<file path="src/inc/dtc_pkg.sv">
// Package for the dual timer/counter block: register indices, field
// positions, reset values and timing constants.
// Assumes a 125 MHz system clock and an AXI4-Lite register bus.
package dtc_pkg;
    // Register indices as printed; byte address is four times the index
    localparam logic [7:0] IDX_CTRL = 8'h88;
    localparam logic [7:0] IDX_MODE = 8'h89;
    localparam logic [7:0] IDX_TL0 = 8'h8a;
    localparam logic [7:0] IDX_TL1 = 8'h8b;
    localparam logic [7:0] IDX_TH0 = 8'h8c;
    localparam logic [7:0] IDX_TH1 = 8'h8d;
    localparam int ADDR_W = 12;
    localparam int IDX_LSB = 2;

    localparam logic [7:0] MODE_RST = 8'h00;
    localparam logic [7:0] CTRL_RST = 8'h00;
    localparam logic [7:0] COUNT_RST = 8'h00;

    // timer_control_flags bit positions
    localparam int C_TF1 = 7;
    localparam int C_TR1 = 6;
    localparam int C_TF0 = 5;
    localparam int C_TR0 = 4;

    // timer_mode_config field positions
    localparam int M_T_ONE_GATE_SELECT = 7;
    localparam int M_CS1 = 6;
    localparam int M_MODE1_LSB = 4;
    localparam int M_T_ZERO_GATE_SELECT = 3;
    localparam int M_CS0 = 2;
    localparam int M_MODE0_LSB = 0;

    typedef enum logic [1:0] {
        DTC_M13 = 2'h0,
        DTC_M16 = 2'h1,
        DTC_M8R = 2'h2,
        DTC_MSPLIT = 2'h3
    } dtc_mode_t;

    // Prescaler: five low bits of the low register
    localparam int PRE_W = 5;
    localparam logic [4:0] PRE_MAX = 5'h1f;
    localparam logic [7:0] BYTE_MAX = 8'hff;

    // System clock divided by six for timer operation
    localparam int CLK_DIV = 6;
    localparam logic [2:0] DIV_LAST = 3'(CLK_DIV - 1);
    localparam logic [2:0] DIV_ZERO = 3'h0;

    localparam logic [1:0] RESP_OKAY = 2'h0;
    localparam logic [1:0] RESP_SLVERR = 2'h2;
endpackage

</file>
<file path="src/dtc_timer.sv">
// Dual 8/16-bit timer/event counter with AXI4-Lite register access.
// Assumes one clock mclk at 125 MHz; count and gate pins are asynchronous.
// What this block does
// Timer 0 uses low mode nibble, control bits 5,4
// Run bit without gate lets count advance
// Gate and run: gate pin permits counting
// Timer 0 rollover sets timer 0 overflow flag
// Mode 0: five-bit prescaler feeding high byte
// Mode 1: low and high cascade, 16 bits
// Mode 2: low counts, reloads from high
// Overflow flag cleared when interrupt serviced
// Mode 3: timer 0 low is normal 8-bit
// Mode 3: timer 0 high counts clock/6, uses timer 1 bits
// Timer 1 modes 0-2 as timer 0; 3 holds
// Timer 1 uses high mode nibble, bits 7,6
// Timer 1 rollover sets timer 1 overflow flag, except while timer 0 is split
// Firmware toggles timer 1 mode 3 while split
// Count source: divided clock or falling pin edges
// Mode field: 00 13-bit, 01 16-bit, 10 reload
// Timer 1 mode 11 halts, keeps count
// Timer operation advances at clock divided by six
// Count pins synchronised, one count per edge
// Gated counting only while gate pin high
`timescale 1ns/1ps
`default_nettype none

module dtc_timer (
    input wire logic mclk,
    input wire logic reset,
    input wire logic [11:0] s_axi_awaddr,
    input wire logic s_axi_awvalid,
    output logic s_axi_awready,
    input wire logic [31:0] s_axi_wdata,
    input wire logic [3:0] s_axi_wstrb,
    input wire logic s_axi_wvalid,
    output logic s_axi_wready,
    output logic [1:0] s_axi_bresp,
    output logic s_axi_bvalid,
    input wire logic s_axi_bready,
    input wire logic [11:0] s_axi_araddr,
    input wire logic s_axi_arvalid,
    output logic s_axi_arready,
    output logic [31:0] s_axi_rdata,
    output logic [1:0] s_axi_rresp,
    output logic s_axi_rvalid,
    input wire logic s_axi_rready,
    input wire logic extCountPinZero,
    input wire logic extCountPinOne,
    input wire logic extGatePinZero,
    input wire logic extGatePinOne,
    input wire logic tZeroIrqAck,
    input wire logic tOneIrqAck,
    output logic tZeroOverflowIrq,
    output logic tOneOverflowIrq
);
    // ----------------------------------------
    // State
    // ----------------------------------------
    // Pin order in the sync vectors: t_one_gate_select, t_zero_gate_select, count1, count0
    typedef struct packed {
        logic [3:0] syncA;
        logic [3:0] syncB;
        logic [3:0] syncC;
        logic [3:0] pinLevel;
        logic [2:0] divCount;
        logic [7:0] modeCfg;
        logic [7:0] ctrl;
        logic [7:0] tZeroLow;
        logic [7:0] tZeroHigh;
        logic [7:0] tOneLow;
        logic [7:0] tOneHigh;
        logic awHeld;
        logic [7:0] awIdx;
        logic wHeld;
        logic [7:0] wByte;
        logic wLane0;
        logic bValid;
        logic [1:0] bResp;
        logic rValid;
        logic [7:0] rByte;
        logic [1:0] rResp;
    } dtc_state_t;

    dtc_state_t st_reg;
    dtc_state_t st_next;

    // Increment one timer by one event in a given mode.
    // Returns {overflow, high, low}.
    function automatic logic [16:0] dtcStep(
        input logic [1:0] md,
        input logic [7:0] lo,
        input logic [7:0] hi
    );
        logic [16:0] res;
        res = {1'b0, hi, lo};
        case (md)
            dtc_pkg::DTC_M13: begin
                // Upper three low bits are left as they are
                res[dtc_pkg::PRE_W-1:0] = lo[dtc_pkg::PRE_W-1:0] + 5'h1;
                if (lo[dtc_pkg::PRE_W-1:0] == dtc_pkg::PRE_MAX) begin
                    res[15:8] = hi + 8'h1;
                    res[16] = (hi == dtc_pkg::BYTE_MAX);
                end
            end
            dtc_pkg::DTC_M16: begin
                res[7:0] = lo + 8'h1;
                if (lo == dtc_pkg::BYTE_MAX) begin
                    res[15:8] = hi + 8'h1;
                    res[16] = (hi == dtc_pkg::BYTE_MAX);
                end
            end
            dtc_pkg::DTC_M8R: begin
                if (lo == dtc_pkg::BYTE_MAX) begin
                    res[7:0] = hi;
                    res[16] = 1'b1;
                end else begin
                    res[7:0] = lo + 8'h1;
                end
            end
            default: begin
                // Split mode handled by the caller
                res = {1'b0, hi, lo};
            end
        endcase
        return res;
    endfunction

    // ----------------------------------------
    // Bus handshakes
    // ----------------------------------------
    assign s_axi_awready = !st_reg.awHeld && !st_reg.bValid;
    assign s_axi_wready = !st_reg.wHeld && !st_reg.bValid;
    assign s_axi_arready = !st_reg.rValid;
    assign s_axi_bvalid = st_reg.bValid;
    assign s_axi_bresp = st_reg.bResp;
    assign s_axi_rvalid = st_reg.rValid;
    assign s_axi_rresp = st_reg.rResp;
    assign s_axi_rdata = {24'h000000, st_reg.rByte};
    assign tZeroOverflowIrq = st_reg.ctrl[dtc_pkg::C_TF0];
    assign tOneOverflowIrq = st_reg.ctrl[dtc_pkg::C_TF1];

    // ----------------------------------------
    // Next state
    // ----------------------------------------
    always_comb begin
        logic [3:0] fallEdge;
        logic tick;
        logic [1:0] modeZero;
        logic [1:0] modeOne;
        logic split;
        logic runZero;
        logic runOne;
        logic incZero;
        logic incOne;
        logic incSplitHigh;
        logic [16:0] stepZero;
        logic [16:0] stepOne;
        logic setTf0;
        logic setTf1;
        logic doWrite;
        logic [7:0] arIdx;
        logic [7:0] rdVal;
        logic rdHit;

        st_next = st_reg;

        // Three-stage sync; level moves once stages two and three agree
        st_next.syncA = {extGatePinOne, extGatePinZero, extCountPinOne, extCountPinZero};
        st_next.syncB = st_reg.syncA;
        st_next.syncC = st_reg.syncB;
        fallEdge = 4'h0;
        for (int i = 0; i < 4; i++) begin
            if (st_reg.syncB[i] == st_reg.syncC[i]) begin
                st_next.pinLevel[i] = st_reg.syncC[i];
                fallEdge[i] = st_reg.pinLevel[i] && !st_reg.syncC[i];
            end
        end

        // Divide by six for timer operation
        tick = (st_reg.divCount == dtc_pkg::DIV_LAST);
        st_next.divCount = tick ? dtc_pkg::DIV_ZERO : st_reg.divCount + 3'h1;

        modeZero = st_reg.modeCfg[dtc_pkg::M_MODE0_LSB +: 2];
        modeOne = st_reg.modeCfg[dtc_pkg::M_MODE1_LSB +: 2];
        split = (modeZero == dtc_pkg::DTC_MSPLIT);

        // Gate bit clear: run bit alone; set: gate pin must be high too
        runZero = st_reg.ctrl[dtc_pkg::C_TR0]
            && (!st_reg.modeCfg[dtc_pkg::M_T_ZERO_GATE_SELECT] || st_reg.pinLevel[2]);
        // Timer 0 split borrows the timer 1 run bit, so timer 1 then free-runs
        runOne = (split || st_reg.ctrl[dtc_pkg::C_TR1])
            && (!st_reg.modeCfg[dtc_pkg::M_T_ONE_GATE_SELECT] || st_reg.pinLevel[3]);
        incZero = runZero && (st_reg.modeCfg[dtc_pkg::M_CS0] ? fallEdge[0] : tick);
        incOne = runOne && (st_reg.modeCfg[dtc_pkg::M_CS1] ? fallEdge[1] : tick);
        incSplitHigh = split && st_reg.ctrl[dtc_pkg::C_TR1] && tick;

        setTf0 = 1'b0;
        setTf1 = 1'b0;
        stepZero = dtcStep(modeZero, st_reg.tZeroLow, st_reg.tZeroHigh);
        stepOne = dtcStep(modeOne, st_reg.tOneLow, st_reg.tOneHigh);

        // Timer 0
        if (split) begin
            if (incZero) begin
                st_next.tZeroLow = st_reg.tZeroLow + 8'h1;
                setTf0 = (st_reg.tZeroLow == dtc_pkg::BYTE_MAX);
            end
            if (incSplitHigh) begin
                st_next.tZeroHigh = st_reg.tZeroHigh + 8'h1;
                setTf1 = (st_reg.tZeroHigh == dtc_pkg::BYTE_MAX);
            end
        end else if (incZero) begin
            st_next.tZeroLow = stepZero[7:0];
            st_next.tZeroHigh = stepZero[15:8];
            setTf0 = stepZero[16];
        end

        // Timer 1; mode 3 holds the count
        if (incOne && modeOne != dtc_pkg::DTC_MSPLIT) begin
            st_next.tOneLow = stepOne[7:0];
            st_next.tOneHigh = stepOne[15:8];
            // Flag belongs to timer 0 high while split
            if (!split) begin
                setTf1 = stepOne[16];
            end
        end

        // Service acknowledge clears the flag
        if (tZeroIrqAck) begin
            st_next.ctrl[dtc_pkg::C_TF0] = 1'b0;
        end
        if (tOneIrqAck) begin
            st_next.ctrl[dtc_pkg::C_TF1] = 1'b0;
        end

        // Write channels: address and data captured in either order
        if (s_axi_awvalid && s_axi_awready) begin
            st_next.awHeld = 1'b1;
            st_next.awIdx = s_axi_awaddr[dtc_pkg::IDX_LSB +: 8];
        end
        if (s_axi_wvalid && s_axi_wready) begin
            st_next.wHeld = 1'b1;
            st_next.wByte = s_axi_wdata[7:0];
            st_next.wLane0 = s_axi_wstrb[0];
        end
        doWrite = st_reg.awHeld && st_reg.wHeld && !st_reg.bValid;
        if (doWrite) begin
            st_next.awHeld = 1'b0;
            st_next.wHeld = 1'b0;
            st_next.bValid = 1'b1;
            st_next.bResp = dtc_pkg::RESP_OKAY;
            if (st_reg.awIdx == dtc_pkg::IDX_CTRL) begin
                if (st_reg.wLane0) begin
                    st_next.ctrl = st_reg.wByte;
                end
            end else if (st_reg.awIdx == dtc_pkg::IDX_MODE) begin
                if (st_reg.wLane0) begin
                    st_next.modeCfg = st_reg.wByte;
                end
            end else if (st_reg.awIdx == dtc_pkg::IDX_TL0) begin
                if (st_reg.wLane0) begin
                    st_next.tZeroLow = st_reg.wByte;
                end
            end else if (st_reg.awIdx == dtc_pkg::IDX_TL1) begin
                if (st_reg.wLane0) begin
                    st_next.tOneLow = st_reg.wByte;
                end
            end else if (st_reg.awIdx == dtc_pkg::IDX_TH0) begin
                if (st_reg.wLane0) begin
                    st_next.tZeroHigh = st_reg.wByte;
                end
            end else if (st_reg.awIdx == dtc_pkg::IDX_TH1) begin
                if (st_reg.wLane0) begin
                    st_next.tOneHigh = st_reg.wByte;
                end
            end else begin
                st_next.bResp = dtc_pkg::RESP_SLVERR;
            end
        end
        if (st_reg.bValid && s_axi_bready) begin
            st_next.bValid = 1'b0;
        end

        // Hardware set wins over any clear in the same cycle
        if (setTf0) begin
            st_next.ctrl[dtc_pkg::C_TF0] = 1'b1;
        end
        if (setTf1) begin
            st_next.ctrl[dtc_pkg::C_TF1] = 1'b1;
        end

        // Read channel
        arIdx = s_axi_araddr[dtc_pkg::IDX_LSB +: 8];
        rdHit = 1'b1;
        if (arIdx == dtc_pkg::IDX_CTRL) begin
            rdVal = st_reg.ctrl;
        end else if (arIdx == dtc_pkg::IDX_MODE) begin
            rdVal = st_reg.modeCfg;
        end else if (arIdx == dtc_pkg::IDX_TL0) begin
            rdVal = st_reg.tZeroLow;
        end else if (arIdx == dtc_pkg::IDX_TL1) begin
            rdVal = st_reg.tOneLow;
        end else if (arIdx == dtc_pkg::IDX_TH0) begin
            rdVal = st_reg.tZeroHigh;
        end else if (arIdx == dtc_pkg::IDX_TH1) begin
            rdVal = st_reg.tOneHigh;
        end else begin
            rdVal = 8'h00;
            rdHit = 1'b0;
        end
        if (s_axi_arvalid && s_axi_arready) begin
            st_next.rValid = 1'b1;
            st_next.rByte = rdVal;
            st_next.rResp = rdHit ? dtc_pkg::RESP_OKAY : dtc_pkg::RESP_SLVERR;
        end else if (st_reg.rValid && s_axi_rready) begin
            st_next.rValid = 1'b0;
        end
    end

    // ----------------------------------------
    // Registers
    // ----------------------------------------
    always_ff @(posedge mclk or posedge reset) begin
        if (reset) begin
            st_reg <= '0;
            st_reg.modeCfg <= dtc_pkg::MODE_RST;
            st_reg.ctrl <= dtc_pkg::CTRL_RST;
            st_reg.tZeroLow <= dtc_pkg::COUNT_RST;
            st_reg.tZeroHigh <= dtc_pkg::COUNT_RST;
            st_reg.tOneLow <= dtc_pkg::COUNT_RST;
            st_reg.tOneHigh <= dtc_pkg::COUNT_RST;
        end else begin
            st_reg <= st_next;
        end
    end
endmodule

`default_nettype wire

</file>
<file path="config.mk">
export PLATFORM = sky130hd
export DESIGN_NAME = dtc_timer
export DESIGN_NICKNAME = d
export VERILOG_FILES = /design/src/inc/dtc_pkg.sv /design/src/dtc_timer.sv
export SDC_FILE = /design/constraint.sdc
export NUM_CORES = 1
export LEC_CHECK = 0
export ABC_AREA = 1
export CORE_ASPECT_RATIO = 0.5
export CORE_MARGIN = 4
export CORE_UTILIZATION = 34
export CTS_CLUSTER_DIAMETER = 80
export DETAILED_ROUTE_END_ITERATION = 7
export DONT_BUFFER_PORTS = 1
export PLACE_DENSITY = 0.48
export SYNTH_ARGS = -nofsm -noshare
export SYNTH_HDL_FRONTEND = slang
export SYNTH_SLANG_ARGS = --single-unit
export TNS_END_PERCENT = 10
</file>
<file path="constraint.sdc">
create_clock -name mclk -period 3.5 [get_ports mclk]
set_clock_uncertainty 0.05 [all_clocks]
set_input_delay 0.35 -clock mclk [delete_from_list [all_inputs] [get_ports mclk]]
set_output_delay 0.35 -clock mclk [all_outputs]
set_load 0.03 [all_outputs]
</file>
==> flow_summary.json <==
{
  "first_pass_iters": 5,
  "grt_pass1_vias": 5845,
  "crit_path_start": "st_reg[74]",
  "critPathTopFamily": "simple AND/OR/NAND/NOR gates",
  "initial_core_util_pct": 34.68,
  "grt_pass1_wl_um": 33730,
  "outcome": "finished, final reports clean",
  "cts_buffer_depth": 2,
  "hold_viol_final": 0,
  "final-setup-viol-count": 0,
  "area_growth_pct": 5.804,
  "r2r_cells": 7,
  "path_cells": "ha_1 -> nor2_1 -> nor3_2 -> nand3_1 -> clkinv_1 -> nand2_1 -> a22oi_1",
  "ys_ff_latch": 98,
  "num-fill-cells": 2103,
  "share_comb_of_total_power_pct": 18.3,
  "hpwl_um": 15790,
  "ctsResizeCount": 0,
  "fp.dieH_um": 107.6,
  "ys_warn_count": 0,
  "synth.area.top_cells": "dfrtp_1, nand2_1, nand3_1",
  "io_buffers": 0,
  "post-cts-setup-buffers": 0,
  "seq_area_frac_synth_pct": 36.34,
  "cp_num_buf_inv": 1,
  "ant_nets": 0,
  "pwr-share-clk_pct": 32.4,
  "rrSetupSlack_ns": 0.95,
  "tritoncts": "done",
  "p_leak_nw": 3.263,
  "slowest_stage": "ha_1",
  "drt_iter0_drc": 492,
  "antenna_found_initial": 0,
  "largest_reg_flops": 76,
  "nets": 1057,
  "die-width_um": 207.2,
  "numCtsBuffers": 9,
  "yosysMostFrequentCell": "nand2_1",
  "drt_wl_total_um": 21450,
  "fp.dieArea_um2": 22300,
  "seq_area_um2": 2452,
  "grt_overflow": 0,
  "fmax_mhz": 392.4,
  "crit_arrival_ns": 2.78,
  "p_switching_w": 0.001203,
  "synth_edf_count": 0,
  "tightest_slew_ns": 0.7193,
  "avgSynthCellArea_um2": 6.830,
  "cp-start-kind": "flip-flop",
  "synth-async-reset-ratio_pct": 100.0,
  "vias": 6325,
  "synth_common_cells": "nand2_1, nor2_1, inv_1, nand3_1, dfrtp_1",
  "setup_ws_ns": 0.9514,
  "slowest_delay_ns": 0.64,
  "holdCritStartpoint": "s_axi_bready",
  "r2r-start": "st_reg[74]",
  "hold_path_depth": 1,
  "post-place-ws_ns": 0.9870,
  "slew_violations": 0,
  "swShare_pct": 38.35,
  "multiInputGateArea_um2": 3555,
  "rsz0062_at_grt": "false",
  "avgRoutedWirePerCell_um": 17.27,
  "cts_hold_buf": 5,
  "cts_root_buf": "clkbuf_16",
  "cts.sinks": 98,
  "synth_top_area_share_pct": 36.34,
  "ios": 116,
  "h-tree-depth": 3,
  "drive_gt1_share_pct": 5.840,
  "timing.hold.ws_ns": 0.04195,
  "crit_fanout": 12,
  "worstSetupPathDepth": 7,
  "synth_top_cell_by_area": "dfrtp_1",
  "min_path_type": "in2reg",
  "clkTransAtPathRegs_ns": 0.08,
  "num_rows": 36,
  "fin_crit_sh_pct": 72.82,
  "maxCapViolCount": 0,
  "syn_inst": 988,
  "min_period_ns": 2.549,
  "power_density_nw_per_um2": 439.2,
  "synthFlopType": "dfrtp_1",
  "viasPerCell": 5.093,
  "p_int_w": 0.001933,
  "fin_setup_tns_ns": 0,
  "clk_latency_ns": 0.36,
  "core_um2": 19460,
  "drc_errors": 0,
  "grtUsageTotal_pct": 19.27,
  "gp_congestion": 0.8930,
  "n_antenna_cell": 0,
  "cp.required_ns": 3.73,
  "relSlewSlack_pct": 52.05,
  "synthDistinctLibCells": 39,
  "seq_power_share_pct": 49.3,
  "grt_max_degree": 52,
  "netlist_area_um2": 6748,
  "ir_worst_vdd_v": 0.0002563,
  "crit_type": "reg2reg",
  "critPathCaptureType": "flip-flop"
}
-- kinds of logic (layout without fill, tap and decap cells) --
family | count (synthesis) | in the layout | share of synthesized area, %
and+or+nand+nor | 521 | 521 | 33.80
buffers and inverters | 174 | 137 | 12.37
AOI/OAI and AO/OA | 168 | 168 | 13.20
DFF | 98 | 98 | 36.34
adders and majority gates | 16 | 16 | 2.856
xor gates and xnor gates | 8 | 8 | 1.038
muxes | 2 | 2 | 0.3337
other | 1 | 26 | 0.05557
-- through the flow --
step           cell area [um2]  util, %  total power (W)  std cells
3_3_place_gp              6794    34.92         0.002133       1221
6_report                  7139    36.69         0.003136       1242
2_1_floorplan             6842        -         0.001932       1013
4_1_cts                   7139    36.69         0.003159       1242
5_1_grt                   7139    36.69         0.003301       1242
3_5_place_dp              6794    34.92         0.002143       1221
-- cell type report --
| type | instances | share of cell area (%) |
|---|---|---|
| Sequential cell | 98 | 34.35 |
| Tap cell | 266 | 4.662 |
| Inverter | 112 | 5.941 |
| Clock buffer | 9 | 3.155 |
| Multi-Input combinational cell | 741 | 49.79 |
| Clock inverter | 7 | 0.9814 |
| Timing Repair Buffer | 9 | 1.122 |
-- power by group through the flow --
stage	clock network [W]	logic, W	registers, W
global route	0.00108	0.000656	0.00156
detailed placement	0	0.000577	0.00157
global placement	0	0.000567	0.00157
finish	0.00102	0.000575	0.00154
CTS	0.00103	0.000584	0.00154
floorplan	0	0.000513	0.00142
-- worst paths after layout --
check                          endpoint
setup / recovery             st_reg[33]
hold / removal             s_axi_bvalid
setup reg to reg             st_reg[33]
hold reg to reg             st_next[89]
max in group asynchronous    st_reg[57]
min in group asynchronous    st_reg[27]
-- layer usage --
metal	vias to the layer above	global-route usage [%]	routed length (um)
li1	3108	-	-
met1	3041	28.78	10860
met2	159	29.67	9461
met3	17	3.173	885
met4	0	3.536	248
met5	-	0	0
-- cell usage in the layout, fill, tap and decap left out, types with 4 or more instances in the layout --
| cell type | count |
|---|---|
| inv_2 | 4 |
| o2111ai_1 | 7 |
| buf_4 | 4 |
| xor2_1 | 4 |
| xnor2_1 | 4 |
| dlygate4sd3_1 | 5 |
| nand3_1 | 99 |
| nor2_2 | 5 |
| nor2_4 | 5 |
| nand4_1 | 16 |
| conb_1 | 26 |
| a21oi_1 | 90 |
| o21ai_0 | 61 |
| nand3_2 | 6 |
| clkbuf_16 | 9 |
| or2_2 | 4 |
| dfrtp_1 | 98 |
| inv_1 | 103 |
| nor2_1 | 116 |
| o211ai_1 | 4 |
| nor3_1 | 4 |
| ha_1 | 13 |
| nand2_1 | 256 |
No activity file was read; power rests on OpenSTA's default activity.
